$ cat src/include/cc_pkg.sv
// constants, timing counts and helpers shared by the composite clock receivers and transmitter
// ============================================================================
// How it works
// - line is 64kHz AMI with a bipolar violation every eighth bit marking 8kHz
// - 400Hz variant drops the 8kHz violation at a 400Hz rate
// - after reset both channels start in composite clock mode
// - per-channel format bit: 0 is composite clock, 1 is logic-level clock
// - receiver forwards a recovered 8kHz clock, not the 64kHz line rate
// - edge select puts 8kHz falling edge on violation or on following pulse
// - loss of signal after 32us with no pulse on the line
// - AMI violation only after two consecutive broken eight-bit periods
// - loss and AMI set sticky status bits, enabled ones drive interrupt
// - with bit-error counting on, each broken period pulses the leaky bucket
// - AMI or loss can each invalidate the channel clock when enabled
// - no violation for 500us sets sticky missing-8kHz bit, always active
// - with 8kHz missing in composite clock mode, no recovered clock is forwarded
// - no omitted violation for 5ms sets sticky missing-400Hz bit
// - with 8kHz missing, AMI status keeps getting set
// - missing 400Hz neither sets AMI status nor invalidates the clock
// - transmitter drives positive/negative pair gated by an enable bit
// - duty select gives 50% or 5/8 of the bit period
// - suppress-8kHz sends plain AMI with no violations
// - transmit violations align to a CC reference channel with 8kHz present
// - 400Hz enable omits one violation every 160 bits
// - 400Hz aligns to the reference omission, else divides own 8kHz
// - with 8kHz suppressed the 400Hz enable has no effect
package cc_pkg;
  // ==========================================================================
  // clock and timing
  localparam int CLK_PERIOD_NS = 40;
  localparam int CLK_KHZ       = 25000;
  localparam int LINE_KHZ      = 64;
  localparam int LOS_NS        = 32000;
  localparam int LOS_CYC       = (LOS_NS + CLK_PERIOD_NS - 1) / CLK_PERIOD_NS;
  localparam int NO8_NS        = 500000;
  localparam int NO8_DEF_CYC   = (NO8_NS + CLK_PERIOD_NS - 1) / CLK_PERIOD_NS;
  localparam int NO4_NS        = 5000000;
  localparam int NO4_DEF_CYC   = (NO4_NS + CLK_PERIOD_NS - 1) / CLK_PERIOD_NS;
  localparam int FRAME_NS      = 125000;
  localparam int PW50_CYC      = FRAME_NS / 16 / CLK_PERIOD_NS;
  localparam int PW58_CYC      = FRAME_NS * 5 / 64 / CLK_PERIOD_NS;
  // ==========================================================================
  // widths and line pattern
  localparam int CNT_W   = 17;
  localparam int ACC_W   = 15;
  localparam int PW_W    = 9;
  localparam logic [4:0] GOOD_MARKS = 5'h07;
  localparam logic [4:0] OMIT_MARKS = 5'h0F;
  localparam logic [2:0] VIOL_BIT   = 3'h0;
  localparam logic [4:0] LAST_FRAME = 5'h13;
  localparam logic [4:0] OMIT_FRAME = 5'h00;
  localparam logic [4:0] POST_OMIT  = 5'h01;
  localparam logic [4:0] RISE_MARK  = 5'h03; // marks counted before the one that raises the 8kHz clock
  // ==========================================================================
  // reference select codes and status bit positions
  localparam logic [1:0] REF_ONE = 2'h1;
  localparam logic [1:0] REF_TWO = 2'h2;
  localparam int LA_LOS = 0;
  localparam int LA_AMI = 2;
  localparam int CM_NO8 = 0;
  localparam int CM_NO4 = 2;

  // saturating step of a timeout counter
  function automatic logic [CNT_W-1:0] cnt_step(input logic [CNT_W-1:0] cnt, input logic [CNT_W-1:0] lim);
    cnt_step = (cnt == lim) ? cnt : cnt + CNT_W'(1);
  endfunction
endpackage

$ cat src/logic/composite_clock_rx_tx.sv
// composite clock top: two receivers, sticky alarm status, interrupt and the transmitter
`timescale 1ns/10ps
module composite_clock_rx_tx import cc_pkg::*; #(
  parameter int NO8_CYC = NO8_DEF_CYC,
  parameter int NO4_CYC = NO4_DEF_CYC
) (
  // clock and reset
  input  wire logic       clk_in,
  input  wire logic       sys_rst_in,
  // receive pins, asynchronous
  input  wire logic       cc_receive_pin_one_pos_in,
  input  wire logic       cc_receive_pin_one_neg_in,
  input  wire logic       cc_receive_pin_two_pos_in,
  input  wire logic       cc_receive_pin_two_neg_in,
  input  wire logic       input_clock_one_in,
  input  wire logic       input_clock_two_in,
  // receiver configuration
  input  wire logic [1:0] chan_signal_format_in,
  input  wire logic       chan_signal_format_load_in,
  input  wire logic       recovered_edge_select_in,
  input  wire logic       single_bit_error_count_en_in,
  input  wire logic       ami_invalidate_en_in,
  input  wire logic       los_invalidate_en_in,
  // status clear strobes and interrupt enables
  input  wire logic [3:0] line_alarm_clear_in,
  input  wire logic [3:0] line_alarm_irq_enable_in,
  input  wire logic [3:0] component_missing_clear_in,
  input  wire logic [3:0] component_missing_irq_enable_in,
  // transmitter configuration
  input  wire logic       cc_transmit_enable_in,
  input  wire logic       cc_transmit_duty_select_in,
  input  wire logic       cc_transmit_suppress_8k_in,
  input  wire logic       cc_transmit_400hz_enable_in,
  input  wire logic [1:0] reference_select_in,
  // receiver results
  output logic [1:0]      chan_signal_format_out,
  output logic            input_clock_one_out,
  output logic            input_clock_two_out,
  output logic [1:0]      clock_invalid_out,
  output logic [1:0]      irregularity_out,
  // status and interrupt
  output logic [3:0]      line_alarm_status_out,
  output logic [3:0]      component_missing_status_out,
  output logic            interrupt_request_pin_out,
  // transmit pair
  output logic            cc_transmit_positive_out,
  output logic            cc_transmit_negative_out,
  output logic            cc_transmit_oe_out
);
  typedef struct packed {
    logic [1:0]      fmt;
    logic [3:0]      la_stat;
    logic [3:0]      cm_stat;
    logic            irq;
    logic [ACC_W-1:0] acc;
    logic [2:0]      bit_idx;
    logic [4:0]      frame;
    logic            pol;
    logic            pulse;
    logic [PW_W-1:0] pw_cnt;
    logic            pos;
    logic            neg;
    logic            oe;
  } top_state_t;

  top_state_t s;
  top_state_t next_s;
  logic [1:0] rx_pos;
  logic [1:0] rx_neg;
  logic [1:0] rx_std;
  logic [1:0] clk8k;
  logic [1:0] los;
  logic [1:0] ami_ev;
  logic [1:0] no8;
  logic [1:0] no4;
  logic [1:0] viol_ev;
  logic [1:0] omit_ev;
  logic       tick;
  logic       align_v;
  logic       align_o;
  logic       tx_viol;
  logic [ACC_W:0] acc_sum;

  assign rx_pos = {cc_receive_pin_two_pos_in, cc_receive_pin_one_pos_in};
  assign rx_neg = {cc_receive_pin_two_neg_in, cc_receive_pin_one_neg_in};
  assign rx_std = {input_clock_two_in, input_clock_one_in};

  // ==========================================================================
  // receivers
  for (genvar c = 0; c < 2; c++) begin : g_rx
    cc_rx_chan #(
      .MISS8_CYC (CNT_W'(NO8_CYC)),
      .MISS4_CYC (CNT_W'(NO4_CYC))
    ) u_rx (
      .clk_in        (clk_in),
      .sys_rst_in    (sys_rst_in),
      .line_pos_in   (rx_pos[c]),
      .line_neg_in   (rx_neg[c]),
      .std_clock_in  (rx_std[c]),
      .fmt_in        (s.fmt[c]),
      .edge_sel_in   (recovered_edge_select_in),
      .single_bit_error_count_en_en_in  (single_bit_error_count_en_in),
      .ami_inv_en_in (ami_invalidate_en_in),
      .los_inv_en_in (los_invalidate_en_in),
      .clk8k_out     (clk8k[c]),
      .invalid_out   (clock_invalid_out[c]),
      .los_out       (los[c]),
      .ami_ev_out    (ami_ev[c]),
      .no8_out       (no8[c]),
      .no4_out       (no4[c]),
      .irreg_out     (irregularity_out[c]),
      .viol_ev_out   (viol_ev[c]),
      .omit_ev_out   (omit_ev[c])
    );
  end

  assign input_clock_one_out = clk8k[0];
  assign input_clock_two_out = clk8k[1];

  // reference alignment only from a CC-mode channel whose component is present
  always_comb begin
    align_v = 1'b0;
    align_o = 1'b0;
    if (reference_select_in == REF_ONE) begin
      align_v = ~s.fmt[0] & ~no8[0] & viol_ev[0];
      align_o = ~s.fmt[0] & ~no4[0] & omit_ev[0] & align_v;
    end else if (reference_select_in == REF_TWO) begin
      align_v = ~s.fmt[1] & ~no8[1] & viol_ev[1];
      align_o = ~s.fmt[1] & ~no4[1] & omit_ev[1] & align_v;
    end
  end

  // fractional divider: 64 ticks per 25000 clocks gives the exact 64kHz bit rate
  assign acc_sum = {1'b0, s.acc} + (ACC_W + 1)'(LINE_KHZ);
  assign tick    = (acc_sum >= (ACC_W + 1)'(CLK_KHZ)) | align_v;

  // ==========================================================================
  // next-state
  always_comb begin
    logic [2:0] cur;
    logic [4:0] fcur;
    next_s  = s;
    cur     = align_v ? VIOL_BIT : s.bit_idx;
    fcur    = align_o ? POST_OMIT : s.frame;
    tx_viol = 1'b0;
    // format bits reset to composite clock mode, loaded only on request
    if (chan_signal_format_load_in) begin
      next_s.fmt = chan_signal_format_in;
    end
    // sticky status: an event in the clear cycle wins over the clear
    next_s.la_stat = (s.la_stat & ~line_alarm_clear_in) | {ami_ev, los};
    next_s.cm_stat = (s.cm_stat & ~component_missing_clear_in) | {no4, no8};
    next_s.irq     = |((next_s.la_stat & line_alarm_irq_enable_in) |
                       (next_s.cm_stat & component_missing_irq_enable_in));
    // bit timing; alignment restarts the divider at the reference violation
    if (align_v) begin
      next_s.acc = '0;
    end else if (tick) begin
      next_s.acc = ACC_W'(acc_sum - (ACC_W + 1)'(CLK_KHZ));
    end else begin
      next_s.acc = acc_sum[ACC_W-1:0];
    end
    if (tick) begin
      // every bit is a mark; bit 0 repeats polarity unless suppressed or omitted
      tx_viol = (cur == VIOL_BIT) & ~cc_transmit_suppress_8k_in &
                ~(cc_transmit_400hz_enable_in & (fcur == OMIT_FRAME));
      next_s.pol     = tx_viol ? s.pol : ~s.pol;
      next_s.bit_idx = cur + 3'h1;
      if (cur == VIOL_BIT) begin
        next_s.frame = (fcur == LAST_FRAME) ? OMIT_FRAME : fcur + 5'h01;
      end
      next_s.pulse  = 1'b1;
      next_s.pw_cnt = '0;
    end else if (s.pulse) begin
      // pulse width from the duty select
      if (s.pw_cnt == (cc_transmit_duty_select_in ? PW_W'(PW58_CYC - 1) : PW_W'(PW50_CYC - 1))) begin
        next_s.pulse = 1'b0;
      end else begin
        next_s.pw_cnt = s.pw_cnt + PW_W'(1);
      end
    end
    // disabled drivers park both rails low and release the pair
    next_s.pos = cc_transmit_enable_in & next_s.pulse & next_s.pol;
    next_s.neg = cc_transmit_enable_in & next_s.pulse & ~next_s.pol;
    next_s.oe  = cc_transmit_enable_in;
  end

  // ==========================================================================
  // state register
  always_ff @(posedge clk_in or posedge sys_rst_in) begin
    if (sys_rst_in) begin
      s <= '0;
    end else begin
      s <= next_s;
    end
  end

  assign chan_signal_format_out       = s.fmt;
  assign line_alarm_status_out        = s.la_stat;
  assign component_missing_status_out = s.cm_stat;
  assign interrupt_request_pin_out    = s.irq;
  assign cc_transmit_positive_out     = s.pos;
  assign cc_transmit_negative_out     = s.neg;
  assign cc_transmit_oe_out           = s.oe;
endmodule

$ cat src/logic/cc_rx_chan.sv
// one composite clock receiver channel: decode, alarms and recovered 8kHz clock
`timescale 1ns/10ps
module cc_rx_chan import cc_pkg::*; #(
  parameter logic [CNT_W-1:0] MISS8_CYC = CNT_W'(NO8_DEF_CYC),
  parameter logic [CNT_W-1:0] MISS4_CYC = CNT_W'(NO4_DEF_CYC)
) (
  // clock and reset
  input  wire logic clk_in,
  input  wire logic sys_rst_in,
  // line and logic-level pins, asynchronous
  input  wire logic line_pos_in,
  input  wire logic line_neg_in,
  input  wire logic std_clock_in,
  // configuration
  input  wire logic fmt_in,
  input  wire logic edge_sel_in,
  input  wire logic single_bit_error_count_en_en_in,
  input  wire logic ami_inv_en_in,
  input  wire logic los_inv_en_in,
  // results
  output logic      clk8k_out,
  output logic      invalid_out,
  output logic      los_out,
  output logic      ami_ev_out,
  output logic      no8_out,
  output logic      no4_out,
  output logic      irreg_out,
  output logic      viol_ev_out,
  output logic      omit_ev_out
);
  typedef struct packed {
    logic             pos_s1, pos_s2, neg_s1, neg_s2, std_s1, std_s2, pos_d, neg_d;
    logic             last_pol, have_mark, pend, bad_prev, clk_gen;
    logic [4:0]       marks;
    logic [CNT_W-1:0] los_cnt, v_cnt, o_cnt;
    logic             los, no8, no4, ami_act, clk_out, invalid;
    logic             ami_ev, irreg, viol_ev, omit_ev;
  } rx_state_t;

  rx_state_t s;
  rx_state_t next_s;
  logic      mark;
  logic      viol;
  logic      pend_bad;

  // marks start on a rising level of either rail; a repeat of polarity is a violation
  assign mark = (s.pos_s2 & ~s.pos_d) | (s.neg_s2 & ~s.neg_d);
  assign viol = mark & s.have_mark & (s.pos_s2 == s.last_pol);

  // ==========================================================================
  // next-state
  always_comb begin
    next_s         = s;
    pend_bad       = 1'b0;
    next_s.pos_s1  = line_pos_in;
    next_s.pos_s2  = s.pos_s1;
    next_s.neg_s1  = line_neg_in;
    next_s.neg_s2  = s.neg_s1;
    next_s.std_s1  = std_clock_in;
    next_s.std_s2  = s.std_s1;
    next_s.pos_d   = s.pos_s2;
    next_s.neg_d   = s.neg_s2;
    next_s.ami_ev  = 1'b0;
    next_s.irreg   = 1'b0;
    next_s.viol_ev = 1'b0;
    next_s.omit_ev = 1'b0;
    if (mark) begin
      next_s.have_mark = 1'b1;
      next_s.last_pol  = s.pos_s2;
    end
    // loss of signal: timer restarted by every pulse
    if (mark) begin
      next_s.los_cnt = '0;
      next_s.los     = 1'b0;
    end else begin
      next_s.los_cnt = cnt_step(s.los_cnt, CNT_W'(LOS_CYC));
      next_s.los     = (s.los_cnt == CNT_W'(LOS_CYC - 1)) | s.los;
    end
    // eight-bit period checks; a run of 15 marks then a violation is a 400Hz omission
    if (viol) begin
      next_s.marks   = '0;
      next_s.viol_ev = 1'b1;
      if (s.marks == OMIT_MARKS) begin
        next_s.omit_ev = 1'b1;
      end else if (s.marks != GOOD_MARKS) begin
        pend_bad = 1'b1;
      end
    end else if (mark) begin
      if (s.marks == OMIT_MARKS) begin
        pend_bad     = 1'b1;
        next_s.marks = '0;
      end else begin
        next_s.marks = s.marks + 5'h01;
      end
    end
    if (viol | (mark & (s.marks == OMIT_MARKS))) begin
      next_s.bad_prev = pend_bad;
      next_s.irreg    = pend_bad & single_bit_error_count_en_en_in;
      if (pend_bad & s.bad_prev) begin
        next_s.ami_ev  = 1'b1;
        next_s.ami_act = 1'b1;
      end else if (!pend_bad) begin
        next_s.ami_act = 1'b0;
      end
    end
    // missing component timers, restarted at each violation or omission
    if (viol) begin
      next_s.v_cnt = '0;
      next_s.no8   = 1'b0;
    end else begin
      next_s.v_cnt = cnt_step(s.v_cnt, MISS8_CYC);
      next_s.no8   = (s.v_cnt == MISS8_CYC - CNT_W'(1)) | s.no8;
    end
    if (viol & (s.marks == OMIT_MARKS)) begin
      next_s.o_cnt = '0;
      next_s.no4   = 1'b0;
    end else begin
      next_s.o_cnt = cnt_step(s.o_cnt, MISS4_CYC);
      next_s.no4   = (s.o_cnt == MISS4_CYC - CNT_W'(1)) | s.no4;
    end
    // recovered 8kHz: falling edge on violation or on the pulse after it
    if (viol) begin
      next_s.pend = edge_sel_in;
    end else if (mark) begin
      next_s.pend = 1'b0;
    end
    if (edge_sel_in ? (mark & ~viol & s.pend) : viol) begin
      next_s.clk_gen = 1'b0;
    end else if (mark & ~viol & (s.marks == RISE_MARK)) begin
      // rise counted in line bits, so the recovered clock follows the line rate, not a fixed timer
      next_s.clk_gen = 1'b1;
    end
    // in composite clock mode, held low while 8kHz is absent so the monitor sees the clock stop
    next_s.clk_out = fmt_in ? s.std_s2 : (s.clk_gen & ~s.no8);
    // a missing 400Hz is not a reason to invalidate
    next_s.invalid = ~fmt_in & ((ami_inv_en_in & s.ami_act) | (los_inv_en_in & s.los));
  end

  // ==========================================================================
  // state register
  always_ff @(posedge clk_in or posedge sys_rst_in) begin
    if (sys_rst_in) begin
      s <= '0;
    end else begin
      s <= next_s;
    end
  end

  assign clk8k_out   = s.clk_out;
  assign invalid_out = s.invalid;
  assign los_out     = s.los;
  assign ami_ev_out  = s.ami_ev;
  assign no8_out     = s.no8;
  assign no4_out     = s.no4;
  assign irreg_out   = s.irreg;
  assign viol_ev_out = s.viol_ev;
  assign omit_ev_out = s.omit_ev;
endmodule

$ cat config.mk
export PLATFORM = sky130hd
export DESIGN_NAME = composite_clock_rx_tx
export DESIGN_NICKNAME = d
export VERILOG_FILES = /design/src/include/cc_pkg.sv /design/src/logic/composite_clock_rx_tx.sv /design/src/logic/cc_rx_chan.sv
export SDC_FILE = /design/constraint.sdc
export NUM_CORES = 1
export LEC_CHECK = 0
export BUFFER_PORTS_ARGS = -buffer_cell sky130_fd_sc_hd__buf_2
export CAP_MARGIN = 15
export CORE_UTILIZATION = 35
export CTS_CLUSTER_DIAMETER = 100
export DETAILED_ROUTE_END_ITERATION = 10
export PLACE_DENSITY = 0.47
export SLEW_MARGIN = 0
export SYNTH_ARGS = -nofsm -noshare
export SYNTH_HDL_FRONTEND = slang
export SYNTH_SLANG_ARGS = --single-unit
$ cat constraint.sdc
create_clock -name clk_in -period 10 [get_ports clk_in]
set_input_delay 2.5 -clock clk_in [delete_from_list [all_inputs] [get_ports clk_in]]
set_output_delay 2.5 -clock clk_in [all_outputs]
set_load 0.03 [all_outputs]
==> impl_results.md, run 1 <==
- Status: complete, no violations
- Number of maximum-capacitance constraint violations: 0
- Routed wire length per instance: 14.8 um
- Clock slew at reported path FFs: 60 ps
- Final routed DRC violation total: 0
- Critical path data arrival time: 5040 ps
- Count of inserted antenna diode cells: 0
- Post-route ant nets: 0
- Post-synthesis instance total: 1,003
- Main synth FF type: sky130_fd_sc_hd__dfrtp_1
- Synth Cell Area: 0.00995 mm^2
- Maximum number of pins on one net before global-route repair: 140
- Post-Synthesis Net Count: 1,063
- Initial DRC Count: 322
- Detailed-router iteration count before antenna repair: 4
- Relative max-transition margin: 34.7%
- Area of the die: 0.0291 mm^2
- Synthesized area divided by synthesized cell count: 9.92 um^2
- Final net count: 1,118
- Leading cell type in the layout, fill and taps excluded: sky130_fd_sc_hd__dfrtp_1
- Peak per-stage delay on the critical path: 450 ps
- Final-report setup violation count: 0
- Hold Crit Class: reg2reg
- Required time worst endpoint: 10,420 ps
- Clock latency of the later-clocked register in the worst-skew pair: 530 ps
- Top cell by count, worst path: sky130_fd_sc_hd__nand2_1
- Commonest cells after routing, fill and taps aside: sky130_fd_sc_hd__dfrtp_1, sky130_fd_sc_hd__nor2_1, sky130_fd_sc_hd__nand2_1, sky130_fd_sc_hd__buf_2, sky130_fd_sc_hd__xor2_1
- Hold Buf Count CTS: 0
- Family of cells with the greatest summed delay on the critical path: simple AND/OR/NAND/NOR gates
- H-tree levels: 1
- Antenna violations before repair: 0
- Fin Hold WS: 350 ps
- Initial core utilization: 35.7%
- Startpoint type of the worst setup path: input pin
- Vias in the first global route: 7,071
- Detailed-route wire length: 21,500 um
- Crit share post-route: 46.3%
- Worst-path cell chain: buf_2, nor4b_1, nand2_1, and2_1, nand2_1, ha_1, inv_1, a31oi_1, a21boi_2, mux2_2
- First-pass GRT wire length: 36,100 um
- Post-route total power: 0.00229 W
- Number of placement rows: 61
- Kind of critical path: in2reg
- Number of clock sinks: 203
- Number of distinct library cells after synthesis: 67
- Count of flip-flops with a built-in enable after synthesis: 0
- Number of buffers created by CTS: 26
- Die outline width: 171 um
- Worst clock skew: 13.7 ps
- Via count normalized by instance count: 4.97
- Share of post-route cells with drive strength above 1: 11.5%
- Pwr Density: 200 mW/mm^2
- Vias after detailed routing: 7,227
- Part of the Yosys area used for sequential elements: 51.0%
- Placed wire-length estimate after detailed placement: 14,500 um
- Core area: 0.0279 mm^2
- Final Max Slew Viols: 0
- Clock tree from TritonCTS: yes
- CP max-delay cell: sky130_fd_sc_hd__and2_1
- Buffers added on ports: 56
- Sum of buffers and inverters on the critical path: 2
- Worst Max-Slew Pin Slew: 980 ps
- RePlAce Congestion: 0.732
- Maximum clock frequency: 216 MHz
- Worst vdd ir: 0.120 mV
- Global routing usage summed across all routing layers: 15.4%
- Count of yosys warnings during synthesis: 0
- Number of buffers between clock root and the deepest sink: 3
- Final-layout fill cell count: 2,753
- Buffers inserted during post-CTS setup optimization: 0
- Cell chosen for the clock root: sky130_fd_sc_hd__clkbuf_16
- Grt total ovfl: 0
- Setup repair after global routing missed its margin: no
- Post-route minimum period: 4630 ps
- Synth Register Bits: 203
- Final hold viol count: 0
- Chip Height: 171 um
- Setup crit end kind: register
- Number of top-level design ports: 57
- Cts repair resizes: 0
- Synth-to-Final Area Change: 14.9%
- Async set-or-reset flop fraction in the synthesized netlist: 100%
- Setup TNS after final layout: 0 ps
- Peak fanout along the critical path: 24
- Static leakage: 5.17 nW
path summary, 6_finish.rpt:
check / startpoint / end / slack (ps) / depth (start not counted)
worst max-delay path: reference_select_in[0] / s[18] / 5370 / 10
worst min-delay path: g_rx[0].u_rx.next_s[75] / g_rx[0].u_rx.next_s[71] / 350 / 0
min in group asynchronous: sys_rst_in / g_rx[1].u_rx.s[52] / 2200 / 2
worst min register to register: g_rx[0].u_rx.next_s[75] / g_rx[0].u_rx.next_s[71] / 350 / 0
worst max register to register: chan_signal_format_out[0] / s[18] / 6860 / 9
max in group asynchronous: sys_rst_in / g_rx[1].u_rx.no8_out / 6380 / 3
per-stage QoR:
stage,cells,cell area (um^2),setup WS (ps),util [%]
after floorplan,1003,9950,1960,-
after global placement,1407,10600,4810,37.9
after detailed placement,1408,10600,4800,37.9
after CTS,1455,11400,5370,41.1
after global routing,1455,11400,5060,41.1
final,1455,11400,5370,41.1
where the power goes:
group	leakage (nW)	switching [W]	internal, W
registers	2.65	0.0000905	0.000900
logic	2.09	0.000196	0.000145
clock network	0.436	0.000364	0.000594
flip-flops by register name, summed over array words and instances (netlist names), 2 cells and up:
signal and count:
chan_signal_format_out 2, component_missing_status_out 4, g_rx.u_rx.ami_ev_out 2, g_rx.u_rx.clk8k_out 2, g_rx.u_rx.invalid_out 2, g_rx.u_rx.irreg_out 2, g_rx.u_rx.los_out 2, g_rx.u_rx.next_s 10
g_rx.u_rx.no4_out 2, g_rx.u_rx.no8_out 2, g_rx.u_rx.omit_ev_out 2, g_rx.u_rx.s 130, g_rx.u_rx.viol_ev_out 2, line_alarm_status_out 4, s 31
cell families (layout without fill, tap and decap cells):
kind of cell	after synthesis	in the layout	share of synthesized area [%]
flip-flops	203	203	51.0
buffers and inverters	87	161	3.98
multiplexers	20	20	2.09
AND/OR/NAND/NOR	421	421	21.3
adder cells (fa/ha/maj)	23	23	2.89
AO/OA/AOI/OAI	148	148	9.82
XOR/XNOR	101	101	8.89
worst reg2reg max path: cells and delay by family, from the launching register on:
family	cells	cell delay, ps
buffers and inverters	1	40
DFF	1	500
muxes	1	370
and+or+nand+nor	4	1300
AOI/OAI and AO/OA	2	650
adders and majority gates	1	160
routing by layer:
layer / track usage, % / part of all wire (%) / up-vias
met3: 2.87 / 3.6 / 35
met1: 20.8 / 48 / 3529
met5: 0 / 0 / -
met2: 24.9 / 46 / 85
met4: 4.58 / 2.6 / 0
li1: - / - / 3578
synth_stat cells, types with 7 or more instances:
cell type | n | area [um^2]
sky130_fd_sc_hd__ha_1 | 23 | 288
sky130_fd_sc_hd__nor4_1 | 8 | 50.1
sky130_fd_sc_hd__a21o_1 | 11 | 82.6
sky130_fd_sc_hd__and4_1 | 11 | 96.3
sky130_fd_sc_hd__clkbuf_1 | 16 | 60.1
sky130_fd_sc_hd__inv_1 | 51 | 191
sky130_fd_sc_hd__buf_4 | 16 | 120
sky130_fd_sc_hd__a31oi_1 | 7 | 43.8
sky130_fd_sc_hd__o21ai_0 | 35 | 175
sky130_fd_sc_hd__and2_1 | 11 | 68.8
sky130_fd_sc_hd__mux2i_1 | 14 | 140
sky130_fd_sc_hd__a22oi_1 | 7 | 52.6
sky130_fd_sc_hd__nand3_1 | 45 | 225
sky130_fd_sc_hd__or3_1 | 9 | 56.3
sky130_fd_sc_hd__and3_1 | 13 | 81.3
sky130_fd_sc_hd__nand2_1 | 82 | 308
sky130_fd_sc_hd__nor3_1 | 21 | 105
sky130_fd_sc_hd__a21oi_1 | 35 | 175
sky130_fd_sc_hd__nor2_1 | 135 | 507
sky130_fd_sc_hd__nand4_1 | 31 | 194
sky130_fd_sc_hd__dfrtp_1 | 203 | 5080
sky130_fd_sc_hd__xor2_1 | 53 | 464
sky130_fd_sc_hd__xnor2_1 | 48 | 420
sky130_fd_sc_hd__nand2b_1 | 14 | 87.6
area by class of cell:
cell class              instances  area [um^2]  area share [%]
clock buffers                  38          746            6.52
well taps                     378          473            4.13
multi-input cells             713         4480            39.1
clock inverters                 9          138            1.20
repair buffers                 62          323            2.82
flip-flops and latches        203         5080            44.4
inverters                      52          203            1.77
(Power assumes the default switching activity.)
==> inputs of run 2 (changes only) <==
- clock period: 10 -> 4.45 ns (I/O delays scaled with it)
==> run 2 against run 1 <==
Final cell count is 0.48% higher. Global-route usage is 0.21 points lower. Wire length is 1.3% lower. Register-to-register slack worse by 5400 ps. Largest cell class unchanged. Flip-flop and latch count stayed put. Combinational power is 130% higher. Clock-buffer cell count is 7 higher.
==> impl_results.md, run 2 (same netlist as run 1, synthesis figures left out) <==
- CP max-delay cell: sky130_fd_sc_hd__nor4b_1 (was sky130_fd_sc_hd__and2_1)
- Grt total ovfl: 0 (unchanged)
- Initial DRC Count: 346 (was 322)
- Clock tree from TritonCTS: yes (unchanged)
- Number of maximum-capacitance constraint violations: 0 (unchanged)
- Worst setup margin: 1310 ps (was 5370 ps)
- Area occupied by registers: 0.00508 mm^2 (unchanged)
- Detailed-route wire length: 21,200 um (was 21,500 um)
- Via count normalized by instance count: 4.90 (was 4.97)
- Max FFs per register: 130 (unchanged)
- Peak fanout along the critical path: 24 (unchanged)
- Setup slack after placement: 772 ps (was 4800 ps)
- Setup repair after global routing missed its margin: no (unchanged)
- RePlAce Congestion: 0.775 (was 0.732)
- Number of buffers created by CTS: 26 (unchanged)
- Post-route minimum period: 3140 ps
- Register containing the most flip-flops in the final layout: g_rx.u_rx.s (unchanged)
- Area of the multi-input gates: 0.00448 mm^2 (unchanged)
- Number of placement rows: 61 (unchanged)
- Worst Max-Slew Pin Slew: 973 ps (was 980 ps)
- Kind of critical path: in2reg (unchanged)
- Worst vdd ir: 0.262 mV (was 0.120 mV)
- Final-report setup violation count: 0 (unchanged)
- Area of the die: 0.0291 mm^2 (unchanged)
- Final hold viol count: 0 (unchanged)
- Final-layout fill cell count: 2,739 (was 2,753)
- Number of clock sinks: 203 (unchanged)
- Post-route ant nets: 0 (unchanged)
- Number of buffers between clock root and the deepest sink: 3 (unchanged)
- Critical path data arrival time: 3540 ps (was 5040 ps)
- Global routing usage summed across all routing layers: 15.1% (was 15.4%)
- Top cell by count, worst path: sky130_fd_sc_hd__nand2_1 (unchanged)
- First-pass GRT wire length: 35,700 um (was 36,100 um)
- Initial core utilization: 35.7% (unchanged)
- Buffers inserted during post-CTS setup optimization: 0 (unchanged)
- Routed wire length per instance: 14.5 um (was 14.8 um)
- Hold Crit Class: reg2reg (unchanged)
- Startpoint type of the worst setup path: input pin (unchanged)
- Commonest cells after routing, fill and taps aside: sky130_fd_sc_hd__dfrtp_1, sky130_fd_sc_hd__nor2_1, sky130_fd_sc_hd__nand2_1, sky130_fd_sc_hd__buf_2, sky130_fd_sc_hd__xor2_1 (unchanged)
- Worst-path cell chain: buf_2, nor4b_1, nand2_1, and2_1, buf_4, nand2_1, ha_1, inv_1, a31oi_1, a21boi_2, mux2_2 (was buf_2, nor4b_1, nand2_1, and2_1, nand2_1, ha_1, inv_1, a31oi_1, a21boi_2, mux2_2)
- Pwr Density: 438 mW/mm^2 (was 200 mW/mm^2)
- Setup crit end kind: register (unchanged)
- Peak per-stage delay on the critical path: 380 ps (was 450 ps)
- Chip Height: 171 um (unchanged)
- Worst clock skew: 8.35 ps (was 13.7 ps)
- Relative max-transition margin: 35.1% (was 34.7%)
- Final net count: 1,122 (was 1,118)
- Maximum clock frequency: 319 MHz
- Required time worst endpoint: 4850 ps (was 10,420 ps)
- Leading cell type in the layout, fill and taps excluded: sky130_fd_sc_hd__dfrtp_1 (unchanged)
- Cts repair resizes: 0 (unchanged)
- Antenna violations before repair: 3 (was 0)
- Clock slew at reported path FFs: 50 ps (was 60 ps)
- Die outline width: 171 um (unchanged)
- Buffers added on ports: 56 (unchanged)
- Vias after detailed routing: 7,163 (was 7,227)
- Final Max Slew Viols: 0 (unchanged)
- Share of post-route cells with drive strength above 1: 11.7% (was 11.5%)
- Maximum number of pins on one net before global-route repair: 169 (was 140)
- Vias in the first global route: 7,066 (was 7,071)
- Clock latency of the later-clocked register in the worst-skew pair: 520 ps (was 530 ps)
- Final routed DRC violation total: 0 (unchanged)
- Number of top-level design ports: 57 (unchanged)
- Static leakage: 5.17 nW (about the same)
- Detailed-router iteration count before antenna repair: 5 (was 4)
- Synth-to-Final Area Change: 15.0% (was 14.9%)
- Hold Buf Count CTS: 0 (unchanged)
- Core area: 0.0279 mm^2 (unchanged)
- H-tree levels: 1 (unchanged)
- Cell chosen for the clock root: sky130_fd_sc_hd__clkbuf_16 (unchanged)
- Setup TNS after final layout: 0 ps (unchanged)
- Status: complete, no violations (unchanged)
- Placed wire-length estimate after detailed placement: 14,500 um (about the same)
- Crit share post-route: 70.6%
run 2: report_power, final:
| part | internal [W] | switching, W | total (W) |
|---|---|---|---|
| Combinational | 0.000330 | 0.000440 | 0.000770 |
| Sequential | 0.00202 | 0.000194 | 0.00222 |
| Clock | 0.00126 | 0.000769 | 0.00203 |
run 2: stage by stage:
stage                     utilization (%)  std cells  power (W)  instance area, um^2  hold slack, ps
after floorplan                         -       1003    0.00281                 9960             331
after global placement               38.0       1411    0.00302                10600             335
after detailed placement             38.0       1411    0.00303                10600             338
after CTS                            41.1       1458    0.00512                11400             351
after global routing                 41.1       1460    0.00532                11400             358
final                                41.1       1462    0.00502                11500             348
run 2: cell type report:
type	count	share of cell area, %
clock inverters	2	0.142
repair buffers	66	3.19
clock buffers	45	7.28
flip-flops and latches	203	44.4
diodes	3	0.0656
well taps	378	4.13
multi-input cells	713	39.1
inverters	52	1.74
run 2: critical path, delay by kind of cell:
family | cells | cell delay, ps
simple gates | 4 | 900
compound gates | 2 | 650
mux | 1 | 370
buf+inv | 3 | 350
fa+ha+maj | 1 | 150
run 2: final timing paths:
kind,startpoint,end,slack (ps),cells after the start
worst max-delay path,reference_select_in[0],s[15],1310,11
worst min-delay path,g_rx[1].u_rx.next_s[77],g_rx[1].u_rx.next_s[72],350,0
worst max register to register,chan_signal_format_out[0],s[15],1500,10
worst min register to register,g_rx[1].u_rx.next_s[77],g_rx[1].u_rx.next_s[72],350,0
max in group asynchronous,sys_rst_in,g_rx[1].u_rx.s[49],2880,3
min in group asynchronous,sys_rst_in,g_rx[1].u_rx.s[55],760,3
run 2: routing by layer:
layer  vias to the layer above  share of wire (%)  track usage [%]
met5                         -                  0                0
met4                         0                2.0             4.03
met3                        28                4.2             3.26
met2                        72                 45             24.2
met1                      3471                 49             20.7
li1                       3592                  -                -
==> inputs of run 3 (changes only) <==
- ABC_AREA: unset -> 1
- clock period: 4.45 -> 3.2 ns (I/O delays scaled with it)
==> run 3 against run 2 <==
Global-route usage is 0.62 points higher. Worst hold slack worse by 8.2 ps. Die area is 2.1% higher. Total power is 41% higher. Critical path type is now reg2reg. Largest power group unchanged.
==> impl_results.md, run 3 <==
- Startpoint type of the worst setup path: register (was input pin)
- Clock slew at reported path FFs: 60 ps (was 50 ps)
- First-pass GRT wire length: 37,500 um (was 35,700 um)
- Number of maximum-capacitance constraint violations: 0 (unchanged)
- Area contributors post-synth: sky130_fd_sc_hd__dfrtp_1, sky130_fd_sc_hd__nand2_1, sky130_fd_sc_hd__inv_1 (was sky130_fd_sc_hd__dfrtp_1, sky130_fd_sc_hd__nor2_1, sky130_fd_sc_hd__xor2_1)
- Synth-to-Final Area Change: 14.4% (was 15.0%)
- Pwr Density: 607 mW/mm^2 (was 438 mW/mm^2)
- Async set-or-reset flop fraction in the synthesized netlist: 100% (unchanged)
- Clock latency of the later-clocked register in the worst-skew pair: 520 ps (about the same)
- Setup TNS after final layout: 0 ps (unchanged)
- Combinational cell fraction of total power: 18.5% (was 15.4%)
- Part of the Yosys area used for sequential elements: 50.0% (was 51.0%)
- Clock tree from TritonCTS: yes (unchanged)
- Share of post-route cells with drive strength above 1: 11.4% (was 11.7%)
- Synth Register Bits: 203 (unchanged)
- CP max-delay cell: sky130_fd_sc_hd__dfrtp_1 (was sky130_fd_sc_hd__nor4b_1)
- Count of yosys warnings during synthesis: 0 (unchanged)
- Post-route minimum period: 2230 ps
- Post-synthesis instance total: 1,240 (was 1,003)
- Clock network fraction of total power: 38.2% (was 40.5%)
- Setup slack after placement: 850 ps (was 772 ps)
- Final-report setup violation count: 0 (unchanged)
- Detailed-route wire length: 22,400 um (was 21,200 um)
- Maximum clock frequency: 448 MHz
- Worst vdd ir: 0.342 mV (was 0.262 mV)
- Register containing the most flip-flops in the final layout: g_rx.u_rx.s (unchanged)
- Count of flip-flops with a built-in enable after synthesis: 0 (unchanged)
- Core area: 0.0286 mm^2 (was 0.0279 mm^2)
- Final hold viol count: 0 (unchanged)
- Worst setup margin: 967 ps (was 1310 ps)
- Cell chosen for the clock root: sky130_fd_sc_hd__clkbuf_16 (unchanged)
- Final Max Slew Viols: 0 (unchanged)
- RePlAce Congestion: 0.777 (was 0.775)
- Placed wire-length estimate after detailed placement: 16,200 um (was 14,500 um)
- Vias after detailed routing: 8,021 (was 7,163)
- Maximum number of pins on one net before global-route repair: 67 (was 169)
- Global routing usage summed across all routing layers: 15.8% (was 15.1%)
- Top sig layer: met5 (was met4)
- Family of cells with the greatest summed delay on the critical path: simple AND/OR/NAND/NOR gates (unchanged)
- Area of the die: 0.0297 mm^2 (was 0.0291 mm^2)
- Hold Buf Count CTS: 0 (unchanged)
- Required time worst endpoint: 3650 ps (was 4850 ps)
- Switching component of the power: 0.00215 W (was 0.00140 W)
- Synthesized area divided by synthesized cell count: 8.19 um^2 (was 9.92 um^2)
- Area of the multi-input gates: 0.00409 mm^2 (was 0.00448 mm^2)
- Antenna violations before repair: 1 (was 3)
- Commonest cells after routing, fill and taps aside: sky130_fd_sc_hd__nand2_1, sky130_fd_sc_hd__inv_1, sky130_fd_sc_hd__dfrtp_1, sky130_fd_sc_hd__nor2_1, sky130_fd_sc_hd__o21ai_0 (was sky130_fd_sc_hd__dfrtp_1, sky130_fd_sc_hd__nor2_1, sky130_fd_sc_hd__nand2_1, sky130_fd_sc_hd__buf_2, sky130_fd_sc_hd__xor2_1)
- Sum of buffers and inverters on the critical path: 3 (unchanged)
- Leading cell type in the layout, fill and taps excluded: sky130_fd_sc_hd__nand2_1 (was sky130_fd_sc_hd__dfrtp_1)
- Register share of total power: 43.4% (was 44.2%)
- Static leakage: 5.66 nW (was 5.17 nW)
- Number of distinct library cells after synthesis: 45 (was 67)
- Buffers inserted during post-CTS setup optimization: 0 (unchanged)
- Grt total ovfl: 0 (unchanged)
- Initial core utilization: 35.5% (was 35.7%)
- Peak per-stage delay on the critical path: 430 ps (was 380 ps)
- Count of inserted antenna diode cells: 0 (was 3)
- Final routed DRC violation total: 0 (unchanged)
- Post-Route Utilization: 40.6% (was 41.1%)
- Peak fanout along the critical path: 11 (was 24)
- Post-route ant nets: 0 (unchanged)
- H-tree levels: 1 (unchanged)
- Worst Max-Slew Pin Slew: 820 ps (was 973 ps)
- Fraction of power spent switching nets: 30.4% (was 28.0%)
- Post-Synthesis Net Count: 1,300 (was 1,063)
- Die outline width: 172 um (was 171 um)
- Status: complete, no violations (unchanged)
- Routed wl met3: 836 um (was 883 um)
- Post-route total power: 0.00706 W (was 0.00502 W)
- Number of clock sinks: 203 (unchanged)
- Crit share post-route: 69.8%
- Hold Crit Class: reg2reg (unchanged)
- Number of buffers created by CTS: 25 (was 26)
- Relative max-transition margin: 44.7% (was 35.1%)
- Final-layout fill cell count: 2,922 (was 2,739)
- Internal power: 0.00491 W (was 0.00361 W)
- Area occupied by registers: 0.00508 mm^2 (unchanged)
- Number of placement rows: 62 (was 61)
- Cts repair resizes: 0 (unchanged)
- Setup repair after global routing missed its margin: no (unchanged)
- Metal-1 WL: 11,100 um (was 10,400 um)
- Fin Hold WS: 340 ps (was 348 ps)
- Critical path data arrival time: 2680 ps (was 3540 ps)
- Worst-path cell chain: ha_1, nand2_1, inv_2, nand3b_1, nand2_1, nor2_1, nand3_1, nand3_2, nand3_2, buf_4, inv_2, o21ai_1, nor2_1 (was buf_2, nor4b_1, nand2_1, and2_1, buf_4, nand2_1, ha_1, inv_1, a31oi_1, a21boi_2, mux2_2)
- Detailed-router iteration count before antenna repair: 5 (unchanged)
- Max FFs per register: 130 (unchanged)
- Kind of critical path: reg2reg (was in2reg)
- Routed wire length per instance: 13.1 um (was 14.5 um)
- Chip Height: 172 um (was 171 um)
- Via count normalized by instance count: 4.71 (was 4.90)
- Most repeated cell in the gate-level netlist after synthesis: sky130_fd_sc_hd__nand2_1 (was sky130_fd_sc_hd__dfrtp_1)
- List of most frequent post-synthesis cells: sky130_fd_sc_hd__nand2_1, sky130_fd_sc_hd__inv_1, sky130_fd_sc_hd__dfrtp_1 (was sky130_fd_sc_hd__dfrtp_1, sky130_fd_sc_hd__nor2_1, sky130_fd_sc_hd__nand2_1)
- Routed met2 length: 9970 um (was 9500 um)
- Vias in the first global route: 7,566 (was 7,066)
- Buffers added on ports: 56 (unchanged)
- Main synth FF type: sky130_fd_sc_hd__dfrtp_1 (unchanged)
- Number of buffers between clock root and the deepest sink: 3 (unchanged)
- Initial DRC Count: 455 (was 346)
- Number of top-level design ports: 57 (unchanged)
- Fraction of synthesized cell area taken by the top area cell type: 50.0% (was 51.0%)
- Worst clock skew: 10.8 ps (was 8.35 ps)
- Synth Cell Area: 0.0102 mm^2 (was 0.00995 mm^2)
- Library cell occupying the most area in the post-synthesis netlist: sky130_fd_sc_hd__dfrtp_1 (unchanged)
- Final net count: 1,364 (was 1,122)
- Setup crit end kind: register (unchanged)
[run 3: cell count changes after synthesis, sizes merged, moves of 24 or more]
cell   previous run  this run
inv              51       216
nand2            83       216
o21ai            36        98
a21oi            35        79
xnor2            48         5
xor2             53        13
nand3            45        84
nor3             22        46
[run 3: final cells by class]
type | instances | area share [%]
inverter | 216 | 7.00
clock inverter | 12 | 0.753
tap | 384 | 4.13
multi-input combinational | 794 | 35.2
sequential | 203 | 43.7
timing repair buffer | 64 | 3.25
clock buffer | 31 | 6.00
[run 3: cell families after synthesis]
group / synth area share [%]
AND/OR/NAND/NOR: 24.1
buffers and inverters: 9.75
AO/OA/AOI/OAI: 11.7
flip-flops: 50.0
adder cells (fa/ha/maj): 2.83
XOR/XNOR: 1.55
multiplexers: 0.111
[run 3: worst register-to-register path, stage by stage, from the launching register on]
cell and delay [ps]:
sky130_fd_sc_hd__dfrtp_1 430, sky130_fd_sc_hd__ha_1 230, sky130_fd_sc_hd__nand2_1 100, sky130_fd_sc_hd__inv_2 80
sky130_fd_sc_hd__nand3b_1 90, sky130_fd_sc_hd__nand2_1 100, sky130_fd_sc_hd__nor2_1 110, sky130_fd_sc_hd__nand3_1 120
sky130_fd_sc_hd__nand3_2 130, sky130_fd_sc_hd__nand3_2 240, sky130_fd_sc_hd__buf_4 300, sky130_fd_sc_hd__inv_2 80
sky130_fd_sc_hd__o21ai_1 60, sky130_fd_sc_hd__nor2_1 90
[run 3: per-layer routing]
| metal | GRT usage [%] | up-vias |
|---|---|---|
| met4 | 4.96 | 2 |
| met3 | 2.49 | 29 |
| met1 | 21.9 | 3715 |
| met5 | 0 | - |
| met2 | 25.1 | 112 |
| li1 | - | 4163 |
[run 3: worst paths after layout]
| check | start | endpoint | slack (ps) | depth (start not counted) |
|---|---|---|---|---|
| setup / recovery | s[28] | s[8] | 970 | 13 |
| hold / removal | g_rx[0].u_rx.next_s[77] | g_rx[0].u_rx.next_s[72] | 340 | 0 |
| min in group asynchronous | sys_rst_in | g_rx[1].u_rx.s[33] | 390 | 2 |
| setup reg to reg | s[28] | s[8] | 970 | 13 |
| hold reg to reg | g_rx[0].u_rx.next_s[77] | g_rx[0].u_rx.next_s[72] | 340 | 0 |
| max in group asynchronous | sys_rst_in | g_rx[1].u_rx.s[44] | 2050 | 3 |
[run 3: metrics by stage]
stage | std cells | instance area (um^2)
5_1_grt | 1704 | 11600
2_1_floorplan | 1240 | 10200
6_report | 1704 | 11600
3_3_place_gp | 1661 | 10800
4_1_cts | 1704 | 11600
3_5_place_dp | 1661 | 10800
[run 3: power groups by stage]
stage          combinational (W)  sequential, W  clock (W)
5_1_grt                  0.00152        0.00310    0.00289
3_3_place_gp             0.00131        0.00311          0
2_1_floorplan            0.00101        0.00307          0
4_1_cts                  0.00133        0.00306    0.00281
3_5_place_dp             0.00132        0.00311          0
6_report                 0.00130        0.00306    0.00270
